--- src/sdi_rx_proc_pkg.sv ---
// Package of constants and carrier types for the output processing control
package sdi_rx_proc_pkg;

   // ************************************************************
   // Register map
   // ************************************************************
   localparam logic [11:0] OUT_PROC_CTRL_ONE_ADDR = 12'h0000;
   localparam logic [11:0] OUT_PROC_CTRL_TWO_ADDR = 12'h0001;

   // Reset values
   localparam logic [15:0] OUT_PROC_CTRL_ONE_RST = 16'h0000;
   localparam logic [15:0] OUT_PROC_CTRL_TWO_RST = 16'h0100;

   // Writable bits; bit 15 of the first register is read-only zero
   localparam logic [15:0] OUT_PROC_CTRL_ONE_WMASK = 16'h7fff;
   localparam logic [15:0] OUT_PROC_CTRL_TWO_WMASK = 16'hffff;

   // ************************************************************
   // Field positions, first register
   // ************************************************************
   localparam int TIMING_REF_INSERT_OFF_S1_BIT = 0;
   localparam int LINE_NO_INSERT_OFF_S1_BIT = 1;
   localparam int CRC_INSERT_OFF_S1_BIT = 2;
   localparam int ANC_SUM_INSERT_OFF_S1_BIT = 3;

   // ************************************************************
   // Field positions, second register
   // ************************************************************
   localparam int TIMING_REF_INSERT_OFF_S2_BIT = 0;
   localparam int LINE_NO_INSERT_OFF_S2_BIT = 1;
   localparam int CRC_INSERT_OFF_S2_BIT = 2;
   localparam int ANC_SUM_INSERT_OFF_S2_BIT = 3;
   localparam int BAD_WORD_REMAP_OFF_S2_BIT = 4;
   localparam int ANC_EXTRACT_STREAM_SELECT_BIT = 7;
   localparam int LEVEL_CONVERSION_OFF_BIT = 8;
   localparam int STREAM_SWAP_BIT = 9;
   localparam int PAYLOAD_ID_REGEN_OFF_BIT = 10;
   localparam int TIMING_REF_REMAP_OFF_S2_BIT = 12;
   localparam int ASI_POLARITY_AUTODETECT_OFF_BIT = 13;
   localparam int ASI_POLARITY_FORCE_BIT = 14;

   // ************************************************************
   // Carrier types
   // ************************************************************
   typedef struct packed {
      logic wr;
      logic rd;
      logic [11:0] addr;
      logic [15:0] wdata;
   } host_req_s;

   typedef struct packed {
      logic asi_mode;
      logic mode_3g;
      logic level_b;
      logic out_20bit;
   } rx_mode_s;

   typedef struct packed {
      logic [9:0] stream_one;
      logic [9:0] stream_two;
   } stream_pair_s;

   typedef struct packed {
      logic timing_ref_insert_s1;
      logic line_no_insert_s1;
      logic crc_insert_s1;
      logic anc_sum_insert_s1;
      logic timing_ref_insert_s2;
      logic line_no_insert_s2;
      logic crc_insert_s2;
      logic anc_sum_insert_s2;
      logic bad_word_remap_s2;
      logic timing_ref_remap_s2;
      logic payload_id_regen;
      logic level_conversion;
      logic asi_invert_decode;
   } proc_enable_s;

   // Output word phase in 10-bit double data rate mode
   typedef enum logic [1:0] {
      PH_FIRST = 2'b01,
      PH_SECOND = 2'b10
   } ddr_phase_e;

endpackage

--- src/sdi_rx_output_proc_control.sv ---
// Output processing control registers and stream routing of the receiver
// Notes on behaviour
// Stream one checksum mask bit 3 stops ancillary checksum insertion.
// Stream one CRC mask bit 2 stops HD/3G CRC word insertion.
// Stream one line number mask bit 1 stops line number insertion.
// Stream one timing reference mask bit 0 stops TRS insertion.
// ASI, autodetect off: bit 14 high non-inverted, low inverted decoding.
// ASI bit 13 high disables inversion autodetect; low ignores bit 14.
// Bit 12 disables stream two TRS word remap, Level B only.
// Bit 10 disables payload ID packet regeneration for Level B.
// Host should clear bit 10 only while level conversion is enabled.
// 3G 20-bit: stream one on [19:10], two on [9:0]; swap exchanges.
// 10-bit DDR: stream two word first by default; swap puts one first.
// Bit 8 disables Level B to A conversion, 3G Level B only, resets 1.
// Bit 7 picks the stream feeding ancillary extraction in Level B.
// Bit 4 disables stream two illegal word remap, Level B only.
// Bit 3 stops stream two ancillary checksum insertion, Level B only.
// Bit 2 stops stream two CRC insertion, Level B only.
// Bit 1 stops stream two line number insertion, Level B only.
// Bit 0 stops stream two TRS insertion, Level B only.
// All insertion and remap masks reset to zero, features active.
`timescale 1ns/10ps
module sdi_rx_output_proc_control (
   input wire logic ref_clk,
   input wire logic rst,
   input wire sdi_rx_proc_pkg::host_req_s host_req,
   output logic [15:0] host_rdata,
   output logic host_rvalid,
   input wire sdi_rx_proc_pkg::rx_mode_s rx_mode,
   input wire logic asi_inversion_seen,
   input wire sdi_rx_proc_pkg::stream_pair_s stream_in,
   output sdi_rx_proc_pkg::proc_enable_s proc_enable,
   output logic [19:0] dout,
   output logic [9:0] anc_extract_word
);
   import sdi_rx_proc_pkg::*;

   // ************************************************************
   // State of the block
   // ************************************************************
   typedef struct packed {
      logic [15:0] ctrl_one;
      logic [15:0] ctrl_two;
      logic [15:0] rdata;
      logic rvalid;
      proc_enable_s enable;
      logic [19:0] dout;
      logic [9:0] anc_word;
      ddr_phase_e phase;
      logic [9:0] second_word;
   } state_s;

   state_s state_reg;
   state_s state_next;

   // ************************************************************
   // Decoding helpers
   // ************************************************************

   // Register read data for an address, unmapped reads as zero
   function automatic logic [15:0] read_word(
      input logic [11:0] addr,
      input logic [15:0] one,
      input logic [15:0] two
   );
      logic [15:0] word;
      word = 16'h0000;
      unique case (addr)
         OUT_PROC_CTRL_ONE_ADDR: begin
            word = one & OUT_PROC_CTRL_ONE_WMASK;
         end
         OUT_PROC_CTRL_TWO_ADDR: begin
            word = two;
         end
         default: begin
            word = 16'h0000;
         end
      endcase
      return word;
   endfunction

   // Feature enable from a mask bit and a qualifying mode
   function automatic logic feature_on(
      input logic mode_ok,
      input logic mask
   );
      return mode_ok & ~mask;
   endfunction

   // ************************************************************
   // Next state
   // ************************************************************
   always_comb begin
      logic [15:0] one;
      logic [15:0] two;
      logic level_b_3g;
      logic swap;
      one = state_reg.ctrl_one;
      two = state_reg.ctrl_two;
      level_b_3g = rx_mode.mode_3g & rx_mode.level_b;
      swap = state_reg.ctrl_two[STREAM_SWAP_BIT];
      state_next = state_reg;

      // Host writes, only writable bits change
      if (host_req.wr) begin
         if (host_req.addr == OUT_PROC_CTRL_ONE_ADDR) begin
            one = host_req.wdata & OUT_PROC_CTRL_ONE_WMASK;
         end
         if (host_req.addr == OUT_PROC_CTRL_TWO_ADDR) begin
            two = host_req.wdata & OUT_PROC_CTRL_TWO_WMASK;
         end
      end
      state_next.ctrl_one = one;
      state_next.ctrl_two = two;

      // Host reads answer one cycle later
      state_next.rvalid = host_req.rd;
      if (host_req.rd) begin
         state_next.rdata = read_word(host_req.addr, state_reg.ctrl_one,
                                      state_reg.ctrl_two);
      end

      // Stream one insertion controls, all input formats
      state_next.enable.anc_sum_insert_s1 =
         feature_on(1'b1, state_reg.ctrl_one[ANC_SUM_INSERT_OFF_S1_BIT]);
      state_next.enable.crc_insert_s1 =
         feature_on(1'b1, state_reg.ctrl_one[CRC_INSERT_OFF_S1_BIT]);
      state_next.enable.line_no_insert_s1 =
         feature_on(1'b1, state_reg.ctrl_one[LINE_NO_INSERT_OFF_S1_BIT]);
      state_next.enable.timing_ref_insert_s1 =
         feature_on(1'b1,
                    state_reg.ctrl_one[TIMING_REF_INSERT_OFF_S1_BIT]);

      // Stream two controls, 3G Level B only
      state_next.enable.timing_ref_remap_s2 =
         feature_on(level_b_3g,
                    state_reg.ctrl_two[TIMING_REF_REMAP_OFF_S2_BIT]);
      state_next.enable.bad_word_remap_s2 =
         feature_on(level_b_3g,
                    state_reg.ctrl_two[BAD_WORD_REMAP_OFF_S2_BIT]);
      state_next.enable.anc_sum_insert_s2 =
         feature_on(level_b_3g,
                    state_reg.ctrl_two[ANC_SUM_INSERT_OFF_S2_BIT]);
      state_next.enable.crc_insert_s2 =
         feature_on(level_b_3g,
                    state_reg.ctrl_two[CRC_INSERT_OFF_S2_BIT]);
      state_next.enable.line_no_insert_s2 =
         feature_on(level_b_3g,
                    state_reg.ctrl_two[LINE_NO_INSERT_OFF_S2_BIT]);
      state_next.enable.timing_ref_insert_s2 =
         feature_on(level_b_3g,
                    state_reg.ctrl_two[TIMING_REF_INSERT_OFF_S2_BIT]);

      // Payload ID regeneration and level conversion
      state_next.enable.payload_id_regen =
         feature_on(level_b_3g,
                    state_reg.ctrl_two[PAYLOAD_ID_REGEN_OFF_BIT]);
      state_next.enable.level_conversion =
         feature_on(level_b_3g,
                    state_reg.ctrl_two[LEVEL_CONVERSION_OFF_BIT]);

      // ASI polarity: zero outside ASI, forced when autodetect off, else detected
      if (!rx_mode.asi_mode) begin
         state_next.enable.asi_invert_decode = 1'b0;
      end else if (state_reg.ctrl_two[ASI_POLARITY_AUTODETECT_OFF_BIT]) begin
         state_next.enable.asi_invert_decode =
            ~state_reg.ctrl_two[ASI_POLARITY_FORCE_BIT];
      end else begin
         state_next.enable.asi_invert_decode = asi_inversion_seen;
      end

      // Ancillary extraction source, stream two when bit set in Level B
      if (level_b_3g && state_reg.ctrl_two[ANC_EXTRACT_STREAM_SELECT_BIT]) begin
         state_next.anc_word = stream_in.stream_two;
      end else begin
         state_next.anc_word = stream_in.stream_one;
      end

      // Parallel output routing
      if (!rx_mode.mode_3g) begin
         state_next.phase = PH_FIRST;
         state_next.second_word = 10'h000;
         state_next.dout = {stream_in.stream_one, stream_in.stream_two};
      end else if (rx_mode.out_20bit) begin
         state_next.phase = PH_FIRST;
         state_next.second_word = 10'h000;
         if (swap) begin
            state_next.dout = {stream_in.stream_two,
                               stream_in.stream_one};
         end else begin
            state_next.dout = {stream_in.stream_one,
                               stream_in.stream_two};
         end
      end else begin
         // 10-bit DDR: pair captured in first phase, second word held
         unique case (state_reg.phase)
            PH_FIRST: begin
               state_next.phase = PH_SECOND;
               if (swap) begin
                  state_next.dout = {10'h000, stream_in.stream_one};
                  state_next.second_word = stream_in.stream_two;
               end else begin
                  state_next.dout = {10'h000, stream_in.stream_two};
                  state_next.second_word = stream_in.stream_one;
               end
            end
            PH_SECOND: begin
               state_next.phase = PH_FIRST;
               state_next.dout = {10'h000, state_reg.second_word};
            end
            default: begin
               state_next.phase = PH_FIRST;
               state_next.dout = 20'h0_0000;
            end
         endcase
      end
   end

   // ************************************************************
   // State register
   // ************************************************************
   always_ff @(posedge ref_clk) begin
      if (rst) begin
         state_reg.ctrl_one <= OUT_PROC_CTRL_ONE_RST;
         state_reg.ctrl_two <= OUT_PROC_CTRL_TWO_RST;
         state_reg.rdata <= 16'h0000;
         state_reg.rvalid <= 1'b0;
         state_reg.enable <= '0;
         state_reg.dout <= 20'h0_0000;
         state_reg.anc_word <= 10'h000;
         state_reg.phase <= PH_FIRST;
         state_reg.second_word <= 10'h000;
      end else begin
         state_reg <= state_next;
      end
   end

   // Outputs straight from flip-flops
   assign host_rdata = state_reg.rdata;
   assign host_rvalid = state_reg.rvalid;
   assign proc_enable = state_reg.enable;
   assign dout = state_reg.dout;
   assign anc_extract_word = state_reg.anc_word;

endmodule

--- config.mk ---
export PLATFORM = sky130hd
export DESIGN_NAME = sdi_rx_output_proc_control
export DESIGN_NICKNAME = d
export VERILOG_FILES = /design/src/sdi_rx_proc_pkg.sv /design/src/sdi_rx_output_proc_control.sv
export SDC_FILE = /design/constraint.sdc
export NUM_CORES = 1
export LEC_CHECK = 0
export ABC_CLOCK_PERIOD_IN_PS = 2800
export BUFFER_PORTS_ARGS = -buffer_cell sky130_fd_sc_hd__buf_2
export CAP_MARGIN = 25
export CORE_ASPECT_RATIO = 1.75
export CORE_MARGIN = 5
export CORE_UTILIZATION = 57
export CTS_BUF_LIST = sky130_fd_sc_hd__clkbuf_16
export DETAILED_ROUTE_END_ITERATION = 10
export PLACE_DENSITY_LB_ADDON = 0.3
export SYNTH_ARGS = -nofsm -noshare
export SYNTH_HDL_FRONTEND = slang
export SYNTH_SLANG_ARGS = --single-unit
--- constraint.sdc ---
create_clock -name ref_clk -period 2.8 [get_ports ref_clk]
set_input_delay 0.42 -clock ref_clk [delete_from_list [all_inputs] [get_ports ref_clk]]
set_output_delay 0.42 -clock ref_clk [all_outputs]
set_load 0.02 [all_outputs]
==> flow_metrics.tcl, run 1 <==
set metrics [dict create \
    gr-total-overflow 0 \
    ys_seq_elements 103 \
    finalWirelength_um 10220 \
    core_area_mm2 0.007963 \
    synth_top_area_share_pct 44.15 \
    synth-main-ff-cell "dfxtp_1" \
    max-cap-violations 0 \
    setup_viol_count_final 0 \
    postSynthAreaPerCell_um2 9.341 \
    rows 43 \
    fillers 680 \
    fin_crit_ps 1955 \
    ys_types 33 \
    max_freq_mhz 511.4 \
    fin_setup_tns_ps 0 \
    max_slew.worst_pin.slew_ps 1064 \
    crit_slowest_cell "nor2b_1" \
    vdd_drop_max_uv 401.2 \
    dieArea_mm2 0.01018 \
    endpoint "dout[7]" \
    cts_buffer_depth 2 \
    antenna_found_initial 0 \
    startpoint_type "flop" \
    cp_max_fo 23 \
    num_antenna_cells 0 \
    synthTopCellsByCount "dfxtp_1, buf_4, nand2_1" \
    die_w_um 78.43 \
    yosys.area.top_type "dfxtp_1" \
    crit_start "state_reg[11]" \
    cts.repair.resized 0 \
    arrival_ps 2190 \
    end_kind "flop" \
    postSynthCellCount 500 \
    drtIter0Drc 162 \
    routedWlPerCell_um 15.97 \
    r2r_end "dout[7]" \
    vias 3474 \
    grt_setup_unrepaired "false" \
    holdBufCountCts 0 \
    critPathBufInv 2 \
    finalMaxSlewViolations 0 \
    power.leakage_nw 2.285 \
    synthArstFlopShare_pct 0 \
    numPortBuffers 116 \
    syn_area_mm2 0.004671 \
    synth_area_leaders "dfxtp_1, mux2i_1, buf_4" \
    htreeDepth 3 \
    status "completed" \
    synth-edff-count 0 \
    max_slew_margin_pct 28.78 \
    clock_latency_ps 340 \
    cts_tree "done" \
    start_util_pct 58.66 \
    hold_slack_ps 344.5 \
    synthToLayoutAreaGrowth_pct 9.188 \
    cts_sinks 103 \
    rr_worst_depth 6 \
    cp.depth 6 \
    cp_cell_sequence "inv_1, ha_1, buf_4, nor2b_1, o21ai_0, a311oi_1" \
    skew_ps 8.319 \
    r2r_start "state_reg[11]" \
    dr.pass1.iters 5 \
    grt_pass1_wl_um 15840 \
    hold_viol 0 \
    fp.dieH_um 129.8 \
    worstPathRequired_ps 3040 \
    crit_family "simple AND/OR/NAND/NOR gates" \
    cts_buffers 9 \
    ant_nets 0 \
    synth_fp_nets 559 \
    drive_above_1_share_pct 27.82 \
    top_layer_used "met4" \
    yosysMostFrequentCell "dfxtp_1" \
    place.gp.congestion 0.8345 \
    critPathKind "reg2reg" \
    finalCritPeriodShare_pct 69.84 \
    grt_pass1_vias 3373 \
    rrSetupSlack_ps 840 \
    drcViolationCount 0 \
    dr_wl_met2_um 5398 \
    yosys_warnings 0 \
    max_stage_delay_ps 610 \
    routed_via_density 5.428 \
    root_buffer "clkbuf_16" \
    io_pins 117 \
    grt.total_usage_pct 19.93 \
    largest_reg_flops 43 \
    worst_slack_ps 844.6 \
    path_clk_slew_ps 70 \
    p_per_area_mw_per_mm2 594.0 \
    place_ws_ps 895.1 \
    hold_class "in2reg" \
    routed-wl-met3_um 582 \
    cts_setup_buffers 0 \
    hold_path_depth 2 \
    ys_seq_area_share_pct 44.15 \
    final_nets 604 \
    grt_max_degree 50 \
    dp_hpwl_um 7422 \
    wl_met1_um 3962 \
]
==> cells by family after synthesis <==
group                      count (synthesis)  share of synthesized area [%]
adders and majority gates                  2                         0.5357
DFF                                      103                          44.15
buffers and inverters                     93                          13.26
muxes                                     66                          14.41
and+or+nand+nor                          159                          18.06
AOI/OAI and AO/OA                         77                          9.590
==> area by class of cell <==
| type | instances | area [um2] | area share [%] |
|---|---|---|---|
| Sequential cell | 103 | 2062 | 40.43 |
| Multi-Input combinational cell | 304 | 1989 | 39.01 |
| Timing Repair Buffer | 122 | 625.6 | 12.27 |
| Clock buffer | 9 | 225.2 | 4.416 |
| Tap cell | 90 | 112.6 | 2.208 |
| Clock inverter | 7 | 66.31 | 1.300 |
| Inverter | 5 | 18.77 | 0.3680 |
==> layout by cell type (no fill, tap or decap), types with 2 or more instances in the layout <==
cell	n
dfxtp_1	103
inv_1	7
a311oi_1	10
and3_1	3
nor2_1	35
mux2i_1	56
o21ai_0	33
nor2b_1	4
o21ai_1	3
a211oi_1	10
mux2_2	10
nor4_4	2
buf_4	6
nand2_1	58
clkinvlp_4	2
nand2b_1	46
ha_1	2
buf_2	116
a21oi_1	21
clkbuf_16	9
==> stage by stage <==
step	std cells	power (mW)	instance area, um2	utilization (%)
after global placement	624	1.834	4808	60.39
after floorplan	500	1.762	4671	-
after detailed placement	624	1.840	4808	60.39
after global routing	640	3.150	5100	64.05
final	640	3.029	5100	64.05
after CTS	640	3.052	5100	64.05
==> metal layers <==
layer | vias to the layer above | global-route usage, %
met3 | 22 | 4.144
li1 | 1709 | -
met2 | 151 | 35.00
met4 | 0 | 10.81
met5 | - | 0
met1 | 1592 | 22.51
==> worst min path at each step <==
| stage | startpoint | to | slack [ps] |
|---|---|---|---|
| global route | rx_mode[3] | proc_enable[0] | 330 |
| finish | rx_mode[3] | proc_enable[0] | 340 |
| global placement | state_reg[76] | proc_enable[4] | 420 |
| CTS | rx_mode[3] | proc_enable[0] | 330 |
| detailed placement | state_reg[72] | proc_enable[8] | 420 |
| floorplan | state_reg[90] | proc_enable[10] | 410 |
==> where the power goes <==
part           switching, mW  internal, mW
clock                  0.536         0.686
sequential            0.0132          1.51
combinational          0.178         0.110
==> worst register-to-register path, stage by stage (launching register included) <==
cell	delay, ps
dfxtp_1	310
inv_1	50
ha_1	130
buf_4	240
nor2b_1	610
o21ai_0	180
a311oi_1	330
No activity file was read; power rests on OpenSTA's default activity.
==> inputs of run 2 (changes only) <==
--- a/config.mk
+++ b/config.mk
@@ -5,12 +5,12 @@
 export SDC_FILE = /design/constraint.sdc
 export NUM_CORES = 1
 export LEC_CHECK = 0
-export ABC_CLOCK_PERIOD_IN_PS = 2800
+export ABC_CLOCK_PERIOD_IN_PS = 1700
 export BUFFER_PORTS_ARGS = -buffer_cell sky130_fd_sc_hd__buf_2
 export CAP_MARGIN = 25
 export CORE_ASPECT_RATIO = 1.75
 export CORE_MARGIN = 5
-export CORE_UTILIZATION = 57
+export CORE_UTILIZATION = 48
 export CTS_BUF_LIST = sky130_fd_sc_hd__clkbuf_16
 export DETAILED_ROUTE_END_ITERATION = 10
 export PLACE_DENSITY_LB_ADDON = 0.3
==> constraint.sdc (replaced) <==
create_clock -name ref_clk -period 1.7 [get_ports ref_clk]
set_input_delay 0.255 -clock ref_clk [delete_from_list [all_inputs] [get_ports ref_clk]]
set_output_delay 0.255 -clock ref_clk [all_outputs]
set_load 0.02 [all_outputs]
==> flow_metrics.tcl, run 2 (same netlist as run 1, synthesis figures left out) <==
set metrics [dict create \
    status "completed" \
    synthToLayoutAreaGrowth_pct 11.20 \
    place_ws_ps 122.4 \
    routedWlPerCell_um 16.03 \
    htreeDepth 3 \
    arrival_ps 1850 \
    dr.pass1.iters 5 \
    mostFrequentLayoutCell "buf_2" \
    power.leakage_nw 2.310 \
    grt_setup_unrepaired "false" \
    finalCritPeriodShare_pct 94.50 \
    final_nets 610 \
    rr_worst_depth 6 \
    max_freq_mhz 622.5 \
    cts_sinks 103 \
    gr-total-overflow 0 \
    r2r_end "dout[7]" \
    cp_cell_sequence "inv_1, ha_1, nor3b_4, buf_4, nand2_1, a311oi_1" \
    ant_nets 0 \
    placed_cells 662 \
    fin_setup_tns_ps 0 \
    rows 47 \
    finalMaxSlewViolations 0 \
    hold_viol 0 \
    startpoint_type "flop" \
    dieArea_mm2 0.01188 \
    skew_ps 6.215 \
    p_sw_mw 1.206 \
    setup_viol_count_final 0 \
    fp.dieH_um 140.5 \
    rrSetupSlack_ps 90 \
    root_buffer "clkbuf_16" \
    finalPower_mw 4.855 \
    drtIter0Drc 120 \
    intPower_mw 3.650 \
    p_comb_share_pct 10.2 \
    hold_class "in2reg" \
    critPathKind "reg2reg" \
    worst_slack_ps 93.47 \
    cts_buffers 9 \
    vdd_drop_max_uv 532.9 \
    die_w_um 84.57 \
    core_area_mm2 0.009468 \
    final_cell_count_no_fill 678 \
    io_pins 117 \
    fin_area_mm2 0.005194 \
    crit_slowest_cell "dfxtp_1" \
    end_kind "flop" \
    grt_max_degree 34 \
    max_slew.worst_pin.slew_ps 971.3 \
    hold_slack_ps 176.0 \
    dp_hpwl_um 8331 \
    pwr-share-seq_pct 51.5 \
    dpl-instance-area_mm2 0.004918 \
    place.gp.congestion 0.8738 \
    clock_latency_ps 340 \
    antenna_found_initial 0 \
    grt.total_usage_pct 18.32 \
    fin_util_pct 54.86 \
    grt_pass1_vias 3592 \
    endpoint "dout[7]" \
    crit_start "state_reg[10]" \
    cp_max_fo 7 \
    grt_pass1_wl_um 17390 \
    mostFrequentLayoutCells "buf_2, dfxtp_1, nand2_1, mux2i_1, nand2b_1" \
    cts_buffer_depth 2 \
    start_util_pct 49.33 \
    sw_frac_of_total_pct 24.83 \
    max_slew_margin_pct 35.01 \
    worstPathRequired_ps 1950 \
    drcViolationCount 0 \
    r2r_start "state_reg[10]" \
    path_clk_slew_ps 70 \
    vias 3491 \
    p_per_area_mw_per_mm2 934.8 \
    max-cap-violations 0 \
    holdBufCountCts 0 \
    largest_reg_flops 43 \
    routed_via_density 5.149 \
    drive_above_1_share_pct 28.42 \
    cts_tree "done" \
    numPortBuffers 116 \
    finalWirelength_um 10870 \
    clock_power_share_pct 38.3 \
    max_stage_delay_ps 340 \
    num_antenna_cells 0 \
    fin_crit_ps 1607 \
]
run 2: critical path, delay by kind of cell, from the launching register on:
| family | cells | cell delay (ps) |
|---|---|---|
| adder cells (fa/ha/maj) | 1 | 340 |
| buffers and inverters | 2 | 250 |
| AND/OR/NAND/NOR | 2 | 330 |
| flip-flops | 1 | 340 |
| AO/OA/AOI/OAI | 1 | 260 |
run 2: repair_timing:
item	CTS	global route
setup buffers	0	0
resized for setup	0	2
endpoints found under the setup margin	0	1
run 2: how the worst min path moves through the flow:
| stage | start | end | slack, ps | cells after the start |
|---|---|---|---|---|
| 5_1_grt | rx_mode[3] | proc_enable[0] | 180 | 2 |
| 4_1_cts | rx_mode[3] | proc_enable[0] | 170 | 2 |
| 3_3_place_gp | state_reg[82] | proc_enable[2] | 430 | 1 |
| 6_report | rx_mode[3] | proc_enable[0] | 180 | 2 |
| 3_5_place_dp | state_reg[84] | proc_enable[3] | 430 | 1 |
| 2_1_floorplan | rst | host_rvalid | 350 | 1 |
run 2: layer usage:
| metal | vias up | part of all wire [%] | global-route usage [%] |
|---|---|---|---|
| li1 | 1722 | - | - |
| met1 | 1635 | 38 | 19.06 |
| met2 | 112 | 53 | 34.20 |
| met3 | 22 | 5.8 | 4.230 |
| met4 | 0 | 3.0 | 8.090 |
| met5 | - | 0 | 0 |
run 2: layout make-up:
cell class              instances  area [um2]
fillers                       899        4274
flip-flops and latches        103        2062
multi-input cells             304        1998
repair buffers                128       695.7
clock buffers                   9       225.2
well taps                     122       152.6
clock inverters                 7       41.29
inverters                       5       18.77
run 2: power groups by stage:
stage | registers (mW) | logic [mW] | clock network (mW)
6_report | 2.50 | 0.498 | 1.86
2_1_floorplan | 2.55 | 0.351 | 0
3_3_place_gp | 2.56 | 0.490 | 0
4_1_cts | 2.50 | 0.500 | 1.91
3_5_place_dp | 2.56 | 0.499 | 0
5_1_grt | 2.51 | 0.538 | 2.00
==> inputs of run 3 (changes only) <==
--- a/config.mk
+++ b/config.mk
@@ -5,6 +5,7 @@
 export SDC_FILE = /design/constraint.sdc
 export NUM_CORES = 1
 export LEC_CHECK = 0
+export ABC_AREA = 1
 export ABC_CLOCK_PERIOD_IN_PS = 1700
 export BUFFER_PORTS_ARGS = -buffer_cell sky130_fd_sc_hd__buf_2
 export CAP_MARGIN = 25
==> flow_metrics.tcl, run 3 <==
set metrics [dict create \
    synth_xor_area_share_pct 0 \
    synthArstFlopShare_pct 0 \
    synthTopCellsByCount "nor2_1, nand2_1, dfxtp_1" \
    grt_max_degree 34 \
    routedWlPerCell_um 13.28 \
    cpMostUsedCell "inv_1" \
    vdd_drop_max_uv 536.3 \
    yosysMostFrequentCell "nor2_1" \
    synthMuxAreaShare_pct 0 \
    vias 4247 \
    io_pins 117 \
    yosys.area.top_type "dfxtp_1" \
    syn_area_mm2 0.004807 \
    synth_compound_area_share_pct 8.980 \
    ant_nets 0 \
    cp_cell_sequence "inv_1, ha_1, o21bai_1, buf_4, nand2_1, nand3_1, o211ai_1, inv_1" \
    synthToLayoutAreaGrowth_pct 11.11 \
    cts_buffer_depth 2 \
    postSynthCellCount 687 \
    htreeDepth 3 \
    hold_path_depth 3 \
    root_buffer "clkbuf_16" \
    die_w_um 85.65 \
    yosys_warnings 0 \
    p_per_area_mw_per_mm2 948.9 \
    holdBufCountCts 0 \
    hold_viol 0 \
    grt_pass1_wl_um 18950 \
    grt_pass1_vias 4086 \
    max_stage_delay_ps 340 \
    cts_setup_buffers 0 \
    r2r_start "state_reg[10]" \
    synth_area_leaders "dfxtp_1, nor2_1, nand2_1" \
    fin_crit_ps 1475 \
    dp_hpwl_um 8615 \
    synth-edff-count 0 \
    rows 48 \
    final_cell_count_no_fill 866 \
    antenna_found_initial 0 \
    largest_reg_flops 43 \
    routed_via_density 4.904 \
    power.leakage_nw 2.818 \
    place_ws_ps 69.42 \
    grt_setup_unrepaired "false" \
    cts_tree "done" \
    max_slew_margin_pct 59.16 \
    setup_viol_count_final 0 \
    rr_worst_depth 8 \
    drive_above_1_share_pct 20.51 \
    final_nets 795 \
    mostFrequentLayoutCell "nor2_1" \
    synth_top_area_share_pct 42.89 \
    synthAdderAreaFrac_pct 0.5206 \
    dieArea_mm2 0.01220 \
    clock_latency_ps 340 \
    cts_buffers 9 \
    synth_fp_nets 746 \
    path_clk_slew_ps 60 \
    endpoint "dout[9]" \
    worstPathRequired_ps 1980 \
    numPortBuffers 116 \
    fp.dieH_um 142.4 \
    synth_top_family_by_area "simple AND/OR/NAND/NOR gates" \
    fillers 972 \
    start_util_pct 48.81 \
    status "completed" \
    end_kind "flop" \
    max-cap-violations 0 \
    r2r_end "dout[9]" \
    crit_start "state_reg[10]" \
    max_slew.worst_pin.slew_ps 612.6 \
    finalMaxSlewViolations 0 \
    mostFrequentLayoutCells "nor2_1, nand2_1, buf_2, dfxtp_1, inv_1" \
    num_antenna_cells 0 \
    finalCritPeriodShare_pct 86.74 \
    cp_max_fo 6 \
    cts_sinks 103 \
    synth_simple_gate_area_share_pct 28.79 \
    startpoint_type "flop" \
    rrSetupSlack_ps 230 \
    core_area_mm2 0.009849 \
    worst_slack_ps 225.4 \
    fin_setup_tns_ps 0 \
    place.gp.congestion 0.8442 \
    skew_ps 6.119 \
    ys_seq_elements 103 \
    crit_slowest_cell "dfxtp_1" \
    finalWirelength_um 11500 \
    placed_cells 850 \
    cts.repair.resized 0 \
    ys_seq_area_share_pct 42.89 \
    hold_class "in2reg" \
    drcViolationCount 0 \
    synth-main-ff-cell "dfxtp_1" \
    drtIter0Drc 159 \
    grt.total_usage_pct 19.35 \
    critPathKind "reg2reg" \
    arrival_ps 1760 \
    max_freq_mhz 678.1 \
    postSynthAreaPerCell_um2 6.997 \
    ys_types 26 \
    dr.pass1.iters 5 \
    gr-total-overflow 0 \
]
[run 3: changes by cell type after synthesis, sizes merged, moves of 10 or more]
cell	before	now
a311oi	10	0
inv	5	72
mux2	10	0
nand2b	46	0
mux2i	56	0
nor2	35	135
nand3	1	61
a211oi	10	0
nand2	58	131
[run 3: kinds of logic (layout without fill, tap and decap cells)]
kind of cell | Yosys count | count (layout)
compound gates | 81 | 81
fa+ha+maj | 2 | 2
buf+inv | 169 | 223
flops | 103 | 103
simple gates | 332 | 332
[run 3: worst max-delay path: cells and delay by family (launching register included)]
| family | cells | cell delay (ps) |
|---|---|---|
| AND/OR/NAND/NOR | 2 | 130 |
| buffers and inverters | 3 | 320 |
| AO/OA/AOI/OAI | 2 | 350 |
| flip-flops | 1 | 340 |
| adder cells (fa/ha/maj) | 1 | 300 |
[run 3: report_power, final]
part           leakage, nW  internal (mW)  switching, mW
combinational         1.83          0.204          0.371
clock                0.143           1.12          0.851
sequential           0.844           2.50         0.0271
total                 2.82           3.82           1.25
[run 3: worst min path at each step]
stage                       start        endpoint  slack, ps
global placement    state_reg[80]  proc_enable[1]        430
finish                host_req[4]   state_reg[76]        160
CTS                   host_req[4]   state_reg[76]        140
global route          host_req[5]   state_reg[77]        150
floorplan            stream_in[5]         dout[5]        390
detailed placement  state_reg[76]  proc_enable[4]        440
[run 3: area by class of cell]
cell class	instances	area, um2	share of cell area [%]
timing repair buffer	134	728.2	13.63
clock buffer	9	225.2	4.216
multi-input combinational	415	1841	34.46
tap	125	156.4	2.928
sequential	103	2062	38.60
clock inverter	7	55.05	1.031
inverter	73	274.0	5.130
[run 3: routing by layer]
layer	vias up	GRT usage, %	share of wire, %
li1	2166	-	-
met1	1902	19.97	36
met2	147	35.70	54
met3	32	3.302	6.1
met4	0	11.68	4.1
met5	-	0	0
[run 3: stage by stage]
| stage | hold WS (ps) | utilization, % | area [um2] | power, mW |
|---|---|---|---|---|
| after global routing | 152.7 | 54.23 | 5341 | 5.289 |
| after CTS | 143.9 | 54.23 | 5341 | 5.129 |
| after global placement | 432.7 | 51.38 | 5061 | 3.147 |
| after floorplan | 388.3 | - | 4807 | 3.009 |
| after detailed placement | 439.7 | 51.38 | 5061 | 3.157 |
| final | 155.9 | 54.23 | 5341 | 5.068 |
